File: src/shared/gia_pkg.sv
package gia_pkg;

    // ------------------------------------------------------------------
    // Bit positions; byte bit 0 is the most significant line.
    // ------------------------------------------------------------------
    localparam int ST_CE    = 3;  // Status bit 4, channel end.
    localparam int ST_DE    = 2;  // Status bit 5, device end.
    localparam int ST_UC    = 1;  // Status bit 6, unit check.
    localparam int SN_REJ   = 7;  // Sense bit 0, command reject.
    localparam int SN_BOC   = 5;  // Sense bit 2, bus out check.
    localparam int SN_DCK   = 3;  // Sense bit 4, data check.
    localparam int CMD_MOD0 = 7;  // Modifier bit 0, output gate.
    localparam int CMD_MOD1 = 6;  // Modifier bit 1, control line 1.
    localparam int CMD_MOD3 = 4;  // Modifier bit 3, control line 3.
    localparam int CMD_MOD4 = 3;  // Modifier bit 4, control line 4.

    // ------------------------------------------------------------------
    // Command codes and widths.
    // ------------------------------------------------------------------
    localparam logic [7:0] CMD_TEST_IO    = 8'h00;  // Test I/O.
    localparam logic [7:0] CMD_NOOP       = 8'h03;  // Control no-op.
    localparam logic [7:0] CMD_SENSE      = 8'h04;  // Sense.
    localparam logic [7:0] CMD_READ_MASK  = 8'ha7;  // Fixed read bits.
    localparam logic [7:0] CMD_READ_VAL   = 8'h82;  // Read pattern.
    localparam logic [7:0] CMD_TREAD_MASK = 8'h27;  // Fixed test bits.
    localparam logic [7:0] CMD_TREAD_VAL  = 8'h22;  // Test read pattern.
    localparam logic [7:0] BYTE_ZERO      = 8'h00;  // Empty byte.
    localparam int         DATA_WIDTH     = 8;      // Device data lines.
    localparam int         FIFO_DEPTH     = 4;      // Inbound buffer words.

    // ------------------------------------------------------------------
    // Carriers and state.
    // ------------------------------------------------------------------
    typedef struct packed {
        logic [7:0] data;     // Data lines.
        logic       parity;   // Parity line.
        logic       request;  // Transfer request line.
        logic       eom;      // End-of-message line.
    } gia_dev_in_t;

    typedef struct packed {
        logic [7:0] data;     // Byte value.
        logic       parity;   // Odd parity of the byte.
    } gia_byte_t;

    typedef enum logic [1:0] {
        GIA_IDLE,
        GIA_SENSE,
        GIA_READ,
        GIA_TEST
    } gia_phase_t;

    typedef struct packed {
        gia_phase_t  phase;         // Operation in progress.
        gia_dev_in_t dev_s1;        // Device pins, first stage.
        gia_dev_in_t dev_s2;        // Device pins, second stage.
        gia_dev_in_t tst_s1;        // Test lines, first stage.
        gia_dev_in_t tst_s2;        // Test lines, second stage.
        gia_byte_t   status;        // Status byte with parity.
        gia_byte_t   sense;         // Sense byte with parity.
        gia_byte_t   sel_status;    // Initial selection status.
        gia_byte_t   bus_in;        // Byte on the inbound bus.
        logic        sel_ack;       // Selection answer pulse.
        logic        bus_in_valid;  // Inbound byte presented.
        logic        svc_req;       // Service request to channel.
        logic        status_req;    // Queued status waiting.
        logic        gate;          // Second output gate.
        logic [2:0]  ctrl;          // Control lines 1, 3, 4.
        logic        response;      // Response to the device.
        logic        test_resp;     // Response on the test lines.
        logic [7:0]  prio;          // Service priority address.
    } gia_state_t;

    localparam gia_state_t STATE_RESET = '0;

    // Odd parity bit for a byte.
    function automatic logic odd_par(input logic [7:0] b);
        odd_par = ~(^b);
    endfunction : odd_par

endpackage : gia_pkg

File: src/rtl/gia_adapter.sv
`timescale 1ns/100ps

// ----------------------------------------------------------------------
// Inbound buffer
// ----------------------------------------------------------------------
// Holds sampled device bytes until the channel takes them.
module gia_fifo #(
    parameter int WIDTH = 9,
    parameter int DEPTH = 4
) (
    input  wire logic             clock_i,
    input  wire logic             reset_i,
    input  wire logic             flush_i,
    input  wire logic             in_valid_i,
    output logic                  in_ready_o,
    input  wire logic [WIDTH-1:0] in_data_i,
    output logic                  out_valid_o,
    input  wire logic             out_ready_i,
    output logic      [WIDTH-1:0] out_data_o
);
    localparam int AW = (DEPTH > 1) ? $clog2(DEPTH) : 1;
    localparam logic [AW-1:0] LAST = AW'(DEPTH - 1);
    localparam logic [AW:0]   FULL = (AW + 1)'(DEPTH);

    typedef struct packed {
        logic [DEPTH-1:0][WIDTH-1:0] mem;  // Storage words.
        logic [AW-1:0]               wr;   // Write pointer.
        logic [AW-1:0]               rd;   // Read pointer.
        logic [AW:0]                 cnt;  // Words held.
    } gia_fifo_state_t;

    gia_fifo_state_t s;       // Registered state.
    gia_fifo_state_t next_s;  // Next state.
    logic            push;    // Word written this cycle.
    logic            pop;     // Word read this cycle.

    assign in_ready_o  = (s.cnt != FULL);
    assign out_valid_o = (s.cnt != '0);
    assign out_data_o  = s.mem[s.rd];
    assign push        = in_valid_i && in_ready_o;
    assign pop         = out_ready_i && out_valid_o;

    // Pointer and count update; a flush empties the buffer.
    always_comb begin
        next_s = s;
        if (push) begin
            next_s.mem[s.wr] = in_data_i;
            next_s.wr = (s.wr == LAST) ? '0 : s.wr + 1'b1;
        end
        if (pop) begin
            next_s.rd = (s.rd == LAST) ? '0 : s.rd + 1'b1;
        end
        if (push && !pop) begin
            next_s.cnt = s.cnt + 1'b1;
        end else if (pop && !push) begin
            next_s.cnt = s.cnt - 1'b1;
        end
        if (flush_i) begin
            next_s.wr  = '0;
            next_s.rd  = '0;
            next_s.cnt = '0;
        end
    end

    // State register.
    always_ff @(posedge clock_i) begin
        if (reset_i) begin
            s <= '0;
        end else begin
            s <= next_s;
        end
    end
endmodule : gia_fifo

// ----------------------------------------------------------------------
// General input adapter
// ----------------------------------------------------------------------
module gia_adapter #(
    parameter logic [7:0] ADDRESS     = 8'h00,  // Assigned address.
    parameter int         DATA_BITS   = 8,      // Data lines in use.
    parameter bit         PARITY_USED = 1'b1,   // Device sends parity.
    parameter bit         ODD_PARITY  = 1'b1    // Parity sense jumper.
) (
    input  wire logic                clock_i,
    input  wire logic                reset_i,
    input  wire logic                sel_i,
    input  wire logic [7:0]          cmd_i,
    input  wire logic                bus_out_check_i,
    input  wire logic                status_accept_i,
    input  wire logic                service_grant_i,
    input  wire logic                bus_in_accept_i,
    input  wire logic                stop_i,
    input  wire logic                halt_i,
    input  gia_pkg::gia_dev_in_t     dev_in_i,
    input  gia_pkg::gia_dev_in_t     test_in_i,
    output logic                     sel_ack_o,
    output gia_pkg::gia_byte_t       sel_status_o,
    output gia_pkg::gia_byte_t       status_o,
    output gia_pkg::gia_byte_t       sense_o,
    output logic                     status_req_o,
    output logic                     service_req_o,
    output logic                     bus_in_valid_o,
    output gia_pkg::gia_byte_t       bus_in_o,
    output logic [7:0]               priority_o,
    output logic                     dev_response_o,
    output logic [2:0]               dev_ctrl_o,
    output logic                     test_resp_o
);
    // Used positions are the low order lines; the rest stay zero.
    localparam logic [7:0] USE_MASK = 8'((9'h001 << DATA_BITS) - 9'h001);

    gia_pkg::gia_state_t s;           // Registered state.
    gia_pkg::gia_state_t next_s;      // Next state.
    logic                fifo_push;   // Sampled byte enters buffer.
    logic                fifo_ready;  // Buffer has room.
    logic                fifo_valid;  // Buffer holds a byte.
    logic                fifo_pop;    // Channel took the byte.
    logic                fifo_flush;  // Drop buffered bytes.
    gia_pkg::gia_byte_t  fifo_in;     // Byte into the buffer.
    gia_pkg::gia_byte_t  fifo_out;    // Byte out of the buffer.

    // ------------------------------------------------------------------
    // Inbound buffer instance
    // ------------------------------------------------------------------
    gia_fifo #(
        .WIDTH (gia_pkg::DATA_WIDTH + 1),
        .DEPTH (gia_pkg::FIFO_DEPTH)
    ) u_fifo (
        .clock_i     (clock_i),
        .reset_i     (reset_i),
        .flush_i     (fifo_flush),
        .in_valid_i  (fifo_push),
        .in_ready_o  (fifo_ready),
        .in_data_i   (fifo_in),
        .out_valid_o (fifo_valid),
        .out_ready_i (fifo_pop),
        .out_data_o  (fifo_out)
    );

    // ------------------------------------------------------------------
    // Next-state logic
    // ------------------------------------------------------------------
    // Selection, device handshake, channel service and status in one
    // pass; status sets follow the acceptance clear so an event always wins.
    always_comb begin
        logic               ce_set;      // Set channel and device end.
        logic               uc_set;      // Set unit check.
        logic               st_clr;      // Status accepted.
        logic               terminate;   // End current operation.
        logic               active;      // Read or test read running.
        logic               req_seen;    // Request with response low.
        logic               bad_par;     // Device byte parity wrong.
        logic [7:0]         sense_v;     // Working sense bits.
        logic [7:0]         stat_v;      // Working status bits.
        logic [7:0]         masked;      // Data with unused lines zero.
        gia_pkg::gia_dev_in_t src;       // Active input lines.
        ce_set    = 1'b0;
        uc_set    = 1'b0;
        req_seen  = 1'b0;
        stat_v    = gia_pkg::BYTE_ZERO;
        st_clr    = status_accept_i;
        terminate = 1'b0;
        active    = (s.phase == gia_pkg::GIA_READ) ||
                    (s.phase == gia_pkg::GIA_TEST);
        src       = (s.phase == gia_pkg::GIA_TEST) ? s.tst_s2 : s.dev_s2;
        masked    = src.data & USE_MASK;
        bad_par   = PARITY_USED &&
                    ((^{masked, src.parity}) != ODD_PARITY);
        sense_v   = s.sense.data;
        fifo_push = 1'b0;
        fifo_pop  = 1'b0;
        fifo_flush = 1'b0;
        fifo_in   = '{data: masked, parity: gia_pkg::odd_par(masked)};
        next_s    = s;

        // Pins pass two flip-flops before any use.
        next_s.dev_s1  = dev_in_i;
        next_s.dev_s2  = s.dev_s1;
        next_s.tst_s1  = test_in_i;
        next_s.tst_s2  = s.tst_s1;
        next_s.sel_ack = 1'b0;
        next_s.prio    = ADDRESS;

        // Responses follow their request down.
        next_s.response  = s.response && s.dev_s2.request;
        next_s.test_resp = s.test_resp && s.tst_s2.request;

        // Device handshake while a read is selected.
        req_seen = active && src.request &&
                   !((s.phase == gia_pkg::GIA_TEST) ? s.test_resp
                                                    : s.response);
        if (req_seen && !fifo_valid && fifo_ready &&
                !s.bus_in_valid) begin
            if (s.phase == gia_pkg::GIA_TEST) begin
                next_s.test_resp = 1'b1;
            end else begin
                next_s.response = s.gate;
            end
            if (src.eom) begin
                terminate = 1'b1;
            end else begin
                fifo_push = 1'b1;
                if (bad_par) begin
                    sense_v[gia_pkg::SN_DCK] = 1'b1;
                end
            end
        end

        // Service toward the channel.
        if (s.bus_in_valid && bus_in_accept_i) begin
            next_s.bus_in_valid = 1'b0;
            if (s.phase == gia_pkg::GIA_SENSE) begin
                terminate = 1'b1;
            end else begin
                fifo_pop = 1'b1;
            end
        end else if (s.svc_req && service_grant_i) begin
            next_s.bus_in_valid = 1'b1;
            next_s.bus_in = (s.phase == gia_pkg::GIA_SENSE) ?
                            s.sense : fifo_out;
        end

        // Channel stops the transfer at zero count.
        if (active && stop_i) begin
            terminate       = 1'b1;
            fifo_flush      = 1'b1;
            next_s.bus_in_valid = 1'b0;
            next_s.response  = 1'b0;
            next_s.test_resp = 1'b0;
        end

        // Halt ends any operation.
        if (halt_i && (s.phase != gia_pkg::GIA_IDLE)) begin
            terminate       = 1'b1;
            fifo_flush      = 1'b1;
            next_s.bus_in_valid = 1'b0;
        end

        // Termination sequence.
        if (terminate) begin
            ce_set = 1'b1;
            if (active && sense_v[gia_pkg::SN_DCK]) begin
                uc_set = 1'b1;
            end
            next_s.phase = gia_pkg::GIA_IDLE;
            next_s.ctrl  = 3'h0;
            next_s.gate  = 1'b0;
        end

        // Initial selection.
        if (sel_i) begin
            next_s.sel_ack = 1'b1;
            if (bus_out_check_i) begin
                sense_v = gia_pkg::BYTE_ZERO;
                uc_set  = 1'b1;
            end else if (s.phase != gia_pkg::GIA_IDLE) begin
                // Busy: answer with present status, leave it running.
            end else if (cmd_i == gia_pkg::CMD_TEST_IO) begin
                // Pending status is returned below as it stands.
            end else if (cmd_i == gia_pkg::CMD_NOOP) begin
                ce_set = 1'b1;
            end else if (cmd_i == gia_pkg::CMD_SENSE) begin
                next_s.phase = gia_pkg::GIA_SENSE;
            end else if ((cmd_i & gia_pkg::CMD_READ_MASK) ==
                         gia_pkg::CMD_READ_VAL) begin
                sense_v      = gia_pkg::BYTE_ZERO;
                next_s.phase = gia_pkg::GIA_READ;
                next_s.gate  = cmd_i[gia_pkg::CMD_MOD0];
                next_s.ctrl  = {cmd_i[gia_pkg::CMD_MOD4],
                                cmd_i[gia_pkg::CMD_MOD3],
                                cmd_i[gia_pkg::CMD_MOD1]} &
                               {3{cmd_i[gia_pkg::CMD_MOD0]}};
            end else if ((cmd_i & gia_pkg::CMD_TREAD_MASK) ==
                         gia_pkg::CMD_TREAD_VAL) begin
                sense_v      = gia_pkg::BYTE_ZERO;
                next_s.phase = gia_pkg::GIA_TEST;
                next_s.gate  = 1'b0;
                next_s.ctrl  = 3'h0;
            end else begin
                sense_v = gia_pkg::BYTE_ZERO;
                sense_v[gia_pkg::SN_REJ] = 1'b1;
                uc_set  = 1'b1;
            end
        end

        // Bus out check is recorded at any time.
        if (bus_out_check_i) begin
            sense_v[gia_pkg::SN_BOC] = 1'b1;
        end
        next_s.sense = '{data: sense_v,
                         parity: gia_pkg::odd_par(sense_v)};

        // Status bits: acceptance clears, new events win.
        stat_v = st_clr ? gia_pkg::BYTE_ZERO : s.status.data;
        if (ce_set) begin
            stat_v[gia_pkg::ST_CE] = 1'b1;
            stat_v[gia_pkg::ST_DE] = 1'b1;
        end
        if (uc_set) begin
            stat_v[gia_pkg::ST_UC] = 1'b1;
        end
        next_s.status = '{data: stat_v,
                          parity: gia_pkg::odd_par(stat_v)};
        if (sel_i) begin
            next_s.sel_status = next_s.status;
        end
        next_s.status_req = (stat_v != gia_pkg::BYTE_ZERO) &&
                            !sel_i;

        // Request service while a byte waits to go in.
        next_s.svc_req = !next_s.bus_in_valid && !terminate &&
                         (((next_s.phase == gia_pkg::GIA_READ) ||
                           (next_s.phase == gia_pkg::GIA_TEST)) &&
                          (fifo_valid || fifo_push) && !fifo_pop ||
                          (next_s.phase == gia_pkg::GIA_SENSE));
        if (s.svc_req && service_grant_i) begin
            next_s.svc_req = 1'b0;
        end
    end

    // ------------------------------------------------------------------
    // State register
    // ------------------------------------------------------------------
    // One register holds the adapter state; the inbound buffer has its own.
    always_ff @(posedge clock_i) begin
        if (reset_i) begin
            s <= gia_pkg::STATE_RESET;
        end else begin
            s <= next_s;
        end
    end

    // ------------------------------------------------------------------
    // Outputs, each straight from the state register
    // ------------------------------------------------------------------
    assign sel_ack_o      = s.sel_ack;
    assign sel_status_o   = s.sel_status;
    assign status_o       = s.status;
    assign sense_o        = s.sense;
    assign status_req_o   = s.status_req;
    assign service_req_o  = s.svc_req;
    assign bus_in_valid_o = s.bus_in_valid;
    assign bus_in_o       = s.bus_in;
    assign priority_o     = s.prio;
    assign dev_response_o = s.response;
    assign dev_ctrl_o     = s.ctrl;
    assign test_resp_o    = s.test_resp;
endmodule : gia_adapter

File: config.mk
export PLATFORM = sky130hd
export DESIGN_NAME = gia_adapter
export DESIGN_NICKNAME = d
export VERILOG_FILES = /design/src/shared/gia_pkg.sv /design/src/rtl/gia_adapter.sv
export SDC_FILE = /design/constraint.sdc
export NUM_CORES = 1
export LEC_CHECK = 0
export BUFFER_PORTS_ARGS = -buffer_cell sky130_fd_sc_hd__buf_4
export CORE_AREA = 2 2 118 120
export DETAILED_ROUTE_END_ITERATION = 12
export DIE_AREA = 0 0 120 122
export GPL_TIMING_DRIVEN = 0
export PLACE_DENSITY = 0.76
export SETUP_SLACK_MARGIN = 0.2
export SYNTH_ARGS = -nofsm -noshare
export SYNTH_HDL_FRONTEND = slang
export SYNTH_SLANG_ARGS = --single-unit
export TNS_END_PERCENT = 10
File: constraint.sdc
create_clock -name clock_i -period 4.7 [get_ports clock_i]
set_input_delay 0.47 -clock clock_i [delete_from_list [all_inputs] [get_ports clock_i]]
set_output_delay 0.47 -clock clock_i [all_outputs]
set_load 0.005 [all_outputs]
==> out/qor.log, run 1 <==
INFO  pwr            worst_ir_drop_vdd=0.274mV
INFO  routing        wl_per_cell=14.0um
INFO  cts            ctsHoldBuffers=0
INFO  logic_synthesis asyncSetResetFlopFracSynth=0
INFO  placement      place_congestion=0.854
INFO  cts            clkLatencyLatePin=420ps
INFO  sta            timing.final.hold_violations=0
INFO  sta            grt_setup_unrepaired=false
INFO  global_route   global_route.overflow_total=0
INFO  logic_synthesis synth.top_cell.area_share=0.468
INFO  logic_synthesis synth_enable_flop_cells=0
INFO  critical_path  critPathKind=register to register
INFO  routing        drc_violation_count_after_routing=0
INFO  sta            timing.fmax=0.316GHz
INFO  final_layout   fill_cells=1,180
INFO  logic_synthesis post_synth_main_area_contributors=dfxtp_1, mux2i_1, buf_4
INFO  min_path       worst_hold_path_type=primary input to register
INFO  logic_synthesis synth_top_cell_by_area=dfxtp_1
INFO  die            chipHeight=122um
INFO  cts            cts_setup_buffers=0
INFO  global_route   globalRouteTotalUtil=0.175
INFO  placement      io_buffer_count=83
INFO  critical_path  timing.critical_path.fanout_max=10
INFO  routing        drtPass1Iterations=4
INFO  sta            fin_worst_hold_slack=260ps
INFO  final_layout   flow.area_growth_from_synthesis=27.2%
INFO  sta            setup_viol=0
INFO  die            fp-row-count=43
INFO  logic_synthesis yosys_most_used_dff=dfxtp_1
INFO  cts            path_clk_slew=50ps
INFO  final_layout   n_antenna_cell=0
INFO  logic_synthesis yosysMostFrequentCell=dfxtp_1
INFO  cts            cts.sinks=135
INFO  logic_synthesis synth.yosys.seq_area_share=0.468
INFO  final_layout   multiInputGateArea=0.00262sqmm
INFO  run_status     outcome=completed
INFO  routing        wirelength=12.4mm
INFO  die            coreArea=0.0135sqmm
INFO  logic_synthesis synthesis.yosys.warnings=0
INFO  die            die_extent_in_x=120um
INFO  sta            finalWorstPathRequiredPeriod=3160ps
INFO  die            ios=92
INFO  logic_synthesis netlist_top_cells_count=dfxtp_1, nor2_1, nor2b_1
INFO  die            floorplan.initialDensity=0.428
INFO  die            design.die.area=0.0146sqmm
INFO  cts            cts.htree.levels=4
INFO  logic_synthesis post_synth_num_cell_types=56
INFO  sta            finalSetupTns=0ps
INFO  logic_synthesis yosys_register_bits=135
INFO  final_layout   drive_above_1_share=0.264
INFO  run            max_cap_violations=0
INFO  pwr            power_density=392mW/mm^2
INFO  routing        vias_per_cell=4.88
INFO  routing        vias_after_detailed_routing=4,325
INFO  logic_synthesis syn_area_per_cell=9.88squm
INFO  final_layout   area.sequential=0.00270sqmm
INFO  critical_path  cp_data_arrival_time=3450ps
INFO  routing        detailedRoute.firstIterationViolations=249
INFO  cts            cts_root_buffer=clkbuf_16
INFO  placement      hpwl=9.16mm
INFO  critical_path  setup.worst_path.start_class=register
INFO  cts            post_cts_resized=0
INFO  critical_path  timing.critical_path.required=4990ps
INFO  global_route   vias_in_the_first_global_route=4,118
INFO  sta            maxSlewViolCount=0
INFO  global_route   grt_antenna_before_repair=0
INFO  sta            worst_slew_pin_slew=841ps
INFO  sta            worst_slew_margin=0.439
INFO  cts            tritoncts=done
INFO  pwr            leakage=3.33nW
INFO  sta            layout_worst_path_cycle_share=0.673
INFO  routing        ant_nets=0
INFO  global_route   wire_length_of_the_first_global_routing_pass=19.9mm
INFO  cts            cts_inserted_buffers=17
INFO  sta            timing.clock.skew=6.46ps
INFO  final_layout   design.final.nets=744
INFO  logic_synthesis synthesis.instances=585
INFO  global_route   grt_max_degree=17
INFO  cts            clock_tree.buffer_depth=2
INFO  logic_synthesis syn-cell-area=0.00578sqmm
INFO  critical_path  critPathCaptureType=register
==> worst max-delay path, cell delays in order, from the launching register on <==
cell and delay (ps):
dfxtp_1 330, clkbuf_1 360, nand2_1 280, nand4b_1 170, o21ai_0 100, a41oi_1 400, o41ai_1 200, a21oi_1 300
ha_1 310, xnor2_1 200, xnor2_1 170, o21ai_0 100, nor2b_1 130
==> cell families (layout without fill, tap and decap cells) <==
| logic type | count (synthesis) | in the layout | share of synthesized area |
|---|---|---|---|
| AND/OR/NAND/NOR | 202 | 202 | 0.173 |
| flip-flops | 135 | 135 | 0.468 |
| buffers and inverters | 80 | 195 | 0.0827 |
| AO/OA/AOI/OAI | 70 | 70 | 0.0810 |
| multiplexers | 61 | 61 | 0.127 |
| XOR/XNOR | 25 | 25 | 0.0427 |
| adder cells (fa/ha/maj) | 11 | 11 | 0.0251 |
| other | 1 | 8 | 0.000649 |
==> flip-flops by register name (all words and copies together) (netlist names), 3 cells and up <==
register      flops
next_s           22
bus_in_o          9
status_o          9
sel_status_o      9
u_fifo.s         43
s                25
dev_ctrl_o        3
sense_o           9
==> area by class of cell <==
type | count | area share
Timing Repair Buffer | 83 | 0.0848
Sequential cell | 135 | 0.368
Multi-Input combinational cell | 377 | 0.357
Inverter | 10 | 0.00511
Clock buffer | 21 | 0.0654
Clock inverter | 11 | 0.0296
Buffer | 70 | 0.0599
Tap cell | 180 | 0.0306
==> path summary, 6_finish.rpt <==
kind,from,to,slack [ps],depth (start not counted)
min,dev_in_i[5],next_s[81],260,2
max,s[99],sel_status_o[0],1540,12
max reg2reg,s[99],sel_status_o[0],1540,12
min reg2reg,next_s[54],s[54],440,1
==> power by group <==
| part | internal (mW) | switching (mW) | total [mW] |
|---|---|---|---|
| registers | 1.17 | 0.0113 | 1.18 |
| clock network | 1.05 | 0.470 | 1.52 |
| logic | 0.0895 | 0.0861 | 0.176 |
==> cell usage in the layout (no fill, tap or decap), types with 3 or more instances in the layout <==
| master | netlist | final |
|---|---|---|
| a211oi_1 | 13 | 13 |
| a21oi_1 | 25 | 25 |
| a22oi_1 | 5 | 5 |
| and2_1 | 7 | 7 |
| buf_1 | 4 | 4 |
| buf_4 | 47 | 130 |
| bufinv_16 | 0 | 6 |
| clkbuf_1 | 18 | 18 |
| clkbuf_16 | 0 | 17 |
| clkbuf_8 | 0 | 4 |
| conb_1 | 1 | 8 |
| dfxtp_1 | 135 | 135 |
| ha_1 | 10 | 10 |
| inv_1 | 9 | 9 |
| mux2_2 | 8 | 8 |
| mux2i_1 | 44 | 44 |
| mux4_2 | 9 | 9 |
| nand2_1 | 21 | 21 |
| nand3_1 | 7 | 7 |
| nand3b_1 | 3 | 3 |
| nor2_1 | 89 | 89 |
| nor2b_1 | 49 | 49 |
| nor3_1 | 8 | 8 |
| o21ai_0 | 10 | 10 |
| xnor2_1 | 19 | 19 |
| xor2_1 | 4 | 4 |
==> stage by stage <==
stage	power, mW	instances	cell area (sq um)	worst slack [ps]	util
finish	2.88	887	7350	1540	0.544
global route	2.97	887	7350	1210	0.544
CTS	2.90	887	7350	1520	0.544
detailed placement	1.38	855	6650	1560	0.493
global placement	1.37	855	6650	1550	0.493
floorplan	1.31	592	5800	1970	-
==> layer usage <==
metal | global-route usage | wire length [um] | part of all wire
met5 | 0 | 0 | 0
met4 | 0.0654 | 250 | 0.020
met3 | 0.0515 | 756 | 0.061
met2 | 0.316 | 6210 | 0.50
met1 | 0.194 | 5200 | 0.42
(Power assumes the default switching activity.)
==> run 2, diff against run 1 <==
ABC_AREA = 1   (was default)
CORE_AREA = 2 2 122 124   (was 2 2 118 120)
DIE_AREA = 0 0 124 126   (was 0 0 120 122)
PLACE_DENSITY = 0.75   (was 0.76)
clock period = 3.3 ns   (was 4.7 ns; I/O delays follow)
==> out/qor.log, run 2 <==
INFO  pwr            power.share.clock=0.506
INFO  critical_path  cp_data_arrival_time=3200ps
INFO  routing        ant_nets=0
INFO  final_layout   design.final.nets=992
INFO  critical_path  crit_chain=nand2_2 > buf_6 > o21ai_2 > nand2_1 > nand2_1 > nand2_1 > nand2_1 > nand2_1 > nand3_2 > nand3_2 > nand2_2 > nand3_1 > nand3_1 > inv_1 > ha_1 > xnor2_1 > xnor2_1 > o21ai_0
INFO  logic_synthesis asyncSetResetFlopFracSynth=0
INFO  die            design.die.area=0.0156sqmm
INFO  run_status     outcome=completed
INFO  routing        wl_per_cell=13.2um
INFO  critical_path  worst_path_most_repeated_cell=nand2_1
INFO  placement      hpwl=10.5mm
INFO  logic_synthesis syn_area_per_cell=7.37squm
INFO  routing        vias_after_detailed_routing=5,612
INFO  logic_synthesis synth.top_cell.area_share=0.440
INFO  sta            setup_viol=0
INFO  logic_synthesis yosysMostFrequentCell=nand2_1
INFO  logic_synthesis yosys_most_used_dff=dfxtp_1
INFO  pwr            switching_power=874uW
INFO  cts            cts.sinks=135
INFO  cts            clkLatencyLatePin=430ps
INFO  cts            post_cts_resized=0
INFO  die            fp-row-count=44
INFO  cts            tritoncts=done
INFO  cts            cts_root_buffer=clkbuf_16
INFO  final_layout   flow.area_growth_from_synthesis=24.2%
INFO  routing        drtPass1Iterations=6
INFO  pwr            comb_power_share=0.065
INFO  critical_path  setup.worst_path.start_class=register
INFO  pwr            power_report.internal_total=3.05mW
INFO  final_layout   n_antenna_cell=0
INFO  routing        drc_violation_count_after_routing=0
INFO  min_path       count_of_cells_along_the_worst_hold_path=3
INFO  global_route   globalRouteTotalUtil=0.195
INFO  global_route   vias_in_the_first_global_route=4,900
INFO  final_layout   stdcell_area=0.00764sqmm
INFO  pwr            leakage=3.66nW
INFO  sta            timing.final.hold_violations=0
INFO  critical_path  timing.critical_path.slowest_stage_cell=dfxtp_1
INFO  die            die_extent_in_x=124um
INFO  final_layout   drive_above_1_share=0.202
INFO  routing        vias_per_cell=4.93
INFO  logic_synthesis netlist_top_cells_count=nand2_1, dfxtp_1, nor2_1
INFO  sta            timing.fmax=0.346GHz
INFO  pwr            power.sequential.fraction=0.429
INFO  die            coreArea=0.0143sqmm
INFO  final_layout   largest_register_ff_count=43
INFO  critical_path  critPathCaptureType=register
INFO  sta            layout_worst_path_cycle_share=0.876
INFO  placement      place_congestion=0.906
INFO  sta            worst_slew_pin_slew=635ps
INFO  die            chipHeight=126um
INFO  global_route   grt_antenna_before_repair=0
INFO  logic_synthesis post_synth_num_cell_types=45
INFO  placement      io_buffer_count=82
INFO  cts            cts_inserted_buffers=17
INFO  pwr            power.share.switching=0.223
INFO  critical_path  critPathKind=register to register
INFO  die            ios=92
INFO  cts            cts_setup_buffers=0
INFO  sta            finalWorstPathRequiredPeriod=2890ps
INFO  critical_path  r2r_cells=18
INFO  pwr            power_density=514mW/mm^2
INFO  cts            path_clk_slew=60ps
INFO  global_route   grt_max_degree=17
INFO  global_route   global_route.overflow_total=0
INFO  cts            ctsHoldBuffers=0
INFO  global_route   wire_length_of_the_first_global_routing_pass=23.4mm
INFO  logic_synthesis synth.yosys.seq_area_share=0.440
INFO  cts            clock_tree.buffer_depth=2
INFO  sta            worst_slew_margin=0.577
INFO  pwr            power.total=3.92mW
INFO  logic_synthesis synth_enable_flop_cells=0
INFO  final_layout   mostFrequentLayoutCells=nand2_1, dfxtp_1, buf_4
INFO  final_layout   top_register=u_fifo.s
INFO  critical_path  timing.critical_path.fanout_max=10
INFO  sta            finalSetupTns=0ps
INFO  pwr            worst_ir_drop_vdd=0.401mV
INFO  logic_synthesis post_synth_main_area_contributors=dfxtp_1, nand2_1, nor2_1
INFO  sta            maxSlewViolCount=0
INFO  die            floorplan.initialDensity=0.429
INFO  routing        wirelength=15.0mm
INFO  run            max_cap_violations=0
INFO  final_layout   most_common_library_cell_in_the_layout_ignoring_fill_and_taps=nand2_1
INFO  logic_synthesis synthesis.instances=834
INFO  critical_path  cp_slowest_stage_delay=460ps
INFO  logic_synthesis synthesis.yosys.warnings=0
INFO  routing        detailedRoute.firstIterationViolations=477
INFO  sta            timing.clock.skew=7.45ps
INFO  min_path       worst_hold_path_type=primary input to register
INFO  logic_synthesis syn-cell-area=0.00615sqmm
INFO  critical_path  timing.critical_path.required=3610ps
INFO  placement      detailed_place.area=0.00702sqmm
INFO  placement      placed_cells=1,107
INFO  logic_synthesis synth_top_cell_by_area=dfxtp_1
INFO  final_layout   final_core_utilization=0.533
INFO  logic_synthesis yosys_register_bits=135
INFO  final_layout   finalNonFillerCells=1,138
INFO  sta            grt_setup_unrepaired=false
INFO  cts            cts.htree.levels=4
[run 2: cell type report]
class                           instances  area (sq um)
Clock buffer                           18           439
Buffer                                 80           499
Sequential cell                       135          2700
Tap cell                              184           230
Multi-Input combinational cell        515          2550
Fill cell                            1358          6680
Timing Repair Buffer                   82           616
Inverter                              111           419
Clock inverter                         13           179
[run 2: routing by layer]
metal,global-route usage,share of wire
met3,0.0675,0.087
met1,0.247,0.43
met2,0.304,0.47
met5,0,0
met4,0.0747,0.020
[run 2: final timing paths]
path | end | startpoint | slack [ps]
worst min-delay path | next_s[56] | test_in_i[2] | 100
worst max-delay path | sel_status_o[0] | s[99] | 410
worst min register to register | s[57] | next_s[57] | 390
worst max register to register | sel_status_o[0] | s[99] | 410
[run 2: worst max-delay path, delay by kind of cell, from the launching register on]
family                   cells  cell delay (ps)
AO/OA/AOI/OAI                2              430
XOR/XNOR                     2              390
adder cells (fa/ha/maj)      1              280
buffers and inverters        2              230
flip-flops                   1              460
AND/OR/NAND/NOR             11              970
[run 2: kinds of logic after synthesis]
kind of cell	count (synthesis)	share of synthesized area
AOI/OAI and AO/OA	171	0.157
muxes	1	0.00163
adders and majority gates	11	0.0236
buffers and inverters	191	0.149
xor gates and xnor gates	10	0.0143
other	1	0.000610
DFF	135	0.440
and+or+nand+nor	314	0.213
[run 2: power groups by stage]
stage	Combinational, mW	Clock, mW	Sequential [mW]
finish	0.257	1.98	1.68
global route	0.286	2.09	1.69
CTS	0.257	2.01	1.68
detailed placement	0.254	0	1.72
global placement	0.250	0	1.72
floorplan	0.159	0	1.71
[run 2: through the flow]
step                      hold slack, ps  setup slack, ps
final                               98.9              408
after floorplan                      388              942
after global placement               392              511
after detailed placement             393              496
after global routing                94.0              225
after CTS                           84.7              423
==> run 3, diff against run 2 <==
CELL_PAD_IN_SITES_DETAIL_PLACEMENT = 0   (was default)
CELL_PAD_IN_SITES_GLOBAL_PLACEMENT = 2   (was default)
CORE_AREA = 2 2 142 144   (was 2 2 122 124)
DIE_AREA = 0 0 144 146   (was 0 0 124 126)
PLACE_DENSITY = 0.9   (was 0.75)
==> out/qor.log, run 3 (same netlist as run 2, synthesis figures left out) <==
INFO  die            die_extent_in_x=144um
INFO  routing        detailedRoute.firstIterationViolations=301
INFO  cts            path_clk_slew=70ps
INFO  final_layout   mostFrequentLayoutCells=nand2_1, dfxtp_1, buf_4
INFO  sta            timing.clock.skew=18.6ps
INFO  global_route   global_route.overflow_total=0
INFO  global_route   vias_in_the_first_global_route=5,130
INFO  routing        drc_violation_count_after_routing=0
INFO  cts            tritoncts=done
INFO  placement      place_congestion=0.817
INFO  critical_path  timing.critical_path.slowest_stage_cell=dfxtp_2
INFO  die            design.die.area=0.0210sqmm
INFO  routing        met3RoutedLength=641um
INFO  final_layout   largest_register_ff_count=43
INFO  critical_path  kind_of_cell_adding_the_most_delay_to_the_critical_path=simple AND/OR/NAND/NOR gates
INFO  sta            fin_worst_hold_slack=93.6ps
INFO  sta            finalSetupTns=0ps
INFO  critical_path  r2r_cells=21
INFO  routing        wl_per_cell=13.4um
INFO  final_layout   flow.area_growth_from_synthesis=25.6%
INFO  final_layout   most_common_library_cell_in_the_layout_ignoring_fill_and_taps=nand2_1
INFO  sta            worst_slew_margin=0.466
INFO  placement      hpwl=11.9mm
INFO  global_route   globalRouteTotalUtil=0.163
INFO  placement      placed_cells=1,188
INFO  routing        ant_nets=0
INFO  sta            finalWorstPathRequiredPeriod=2790ps
INFO  final_layout   top_register=u_fifo.s
INFO  min_path       count_of_cells_along_the_worst_hold_path=3
INFO  sta            setup_viol=0
INFO  pwr            leakage=3.65nW
INFO  global_route   wire_length_of_the_first_global_routing_pass=26.4mm
INFO  critical_path  r2r_start=s[99]
INFO  routing        top_signal_layer_used=met4
INFO  routing        vias_after_detailed_routing=5,399
INFO  global_route   grt_antenna_before_repair=0
INFO  cts            clock_tree.buffer_depth=2
INFO  pwr            power.total=3.82mW
INFO  sta            timing.final.hold_violations=0
INFO  routing        vias_per_cell=4.43
INFO  final_layout   drive_above_1_share=0.207
INFO  critical_path  cp-endpoint=sel_status_o[0]
INFO  cts            ctsHoldBuffers=0
INFO  sta            worst_slew_pin_slew=801ps
INFO  cts            post_cts_resized=0
INFO  routing        wl_met1=8.06mm
INFO  run_status     outcome=completed
INFO  critical_path  worst_path_most_repeated_cell=nand2_1
INFO  final_layout   n_antenna_cell=0
INFO  critical_path  critPathKind=register to register
INFO  die            chipHeight=146um
INFO  critical_path  critPathCaptureType=register
INFO  critical_path  timing.critical_path.fanout_max=10
INFO  critical_path  crit_chain=nand2_2 > buf_6 > nand2_1 > nand2_2 > nand2_1 > nand2_1 > nand2_1 > nand2_1 > inv_1 > nand2_1 > nand2_1 > nand2_1 > nand3_2 > nand2_2 > nand3_1 > nand3_1 > inv_1 > ha_1 > xnor2_1 > xnor2_1 > o21ai_0
INFO  cts            cts_setup_buffers=0
INFO  routing        met2_length=7.45mm
INFO  die            coreArea=0.0193sqmm
INFO  sta            maxSlewViolCount=0
INFO  cts            clkLatencyLatePin=430ps
INFO  placement      io_buffer_count=82
INFO  global_route   grt_max_degree=17
INFO  die            floorplan.initialDensity=0.318
INFO  pwr            power_density=494mW/mm^2
INFO  critical_path  cp.buffers_inverters=3
INFO  critical_path  timing.critical_path.required=3610ps
INFO  final_layout   design.final.nets=992
INFO  critical_path  cp_slowest_stage_delay=360ps
INFO  final_layout   final_core_utilization=0.399
INFO  final_layout   finalNonFillerCells=1,220
INFO  min_path       worst_hold_path_type=primary input to register
INFO  pwr            worst_ir_drop_vdd=0.385mV
INFO  critical_path  path_depth=21
INFO  routing        wirelength=16.3mm
INFO  critical_path  r2r-end=sel_status_o[0]
INFO  run            max_cap_violations=0
INFO  critical_path  setup.worst_path.start_class=register
INFO  die            fp-row-count=51
INFO  cts            cts.sinks=135
INFO  sta            grt_setup_unrepaired=false
INFO  critical_path  timing.critical_path.from=s[99]
INFO  critical_path  ff2ff_setup_slack=510ps
INFO  die            ios=92
INFO  sta            layout_worst_path_cycle_share=0.847
INFO  sta            timing.fmax=0.358GHz
INFO  cts            cts_inserted_buffers=17
INFO  cts            cts.htree.levels=4
INFO  cts            cts_root_buffer=clkbuf_16
INFO  critical_path  cp_data_arrival_time=3100ps
INFO  routing        drtPass1Iterations=5
-- run 3: power by group --
part / total [mW] / internal [mW] / switching [mW]
logic: 0.259 / 0.109 / 0.151
registers: 1.68 / 1.67 / 0.0153
clock network: 1.87 / 1.08 / 0.796
-- run 3: worst min-delay path by stage --
| stage | startpoint | endpoint |
|---|---|---|
| floorplan | next_s[54] | s[54] |
| global placement | next_s[78] | s[78] |
| detailed placement | next_s[56] | s[56] |
| CTS | dev_in_i[7] | next_s[83] |
| global route | dev_in_i[7] | next_s[83] |
| finish | dev_in_i[7] | next_s[83] |
-- run 3: area by class of cell --
type	count	area, sq um
plain buffers	80	502
flip-flops and latches	135	2700
well taps	265	332
clock buffers	18	439
fillers	2071	11600
inverters	111	419
multi-input cells	515	2570
repair buffers	82	616
clock inverters	14	141
-- run 3: tightest hold or removal path: stages --
cell and delay, ps:
buf_4 70, inv_1 30, nor2_1 60
-- run 3: metal layers --
layer  track usage  up-vias
li1              -     2833
met1         0.224     2444
met2         0.256      111
met3        0.0352       11
met4        0.0471        0
met5             0        -
-- run 3: through the flow --
stage,area (sq um),worst slack [ps]
after floorplan,6170,942
final,7720,506
after global placement,7120,360
after detailed placement,7120,360
after global routing,7720,241
after CTS,7700,331
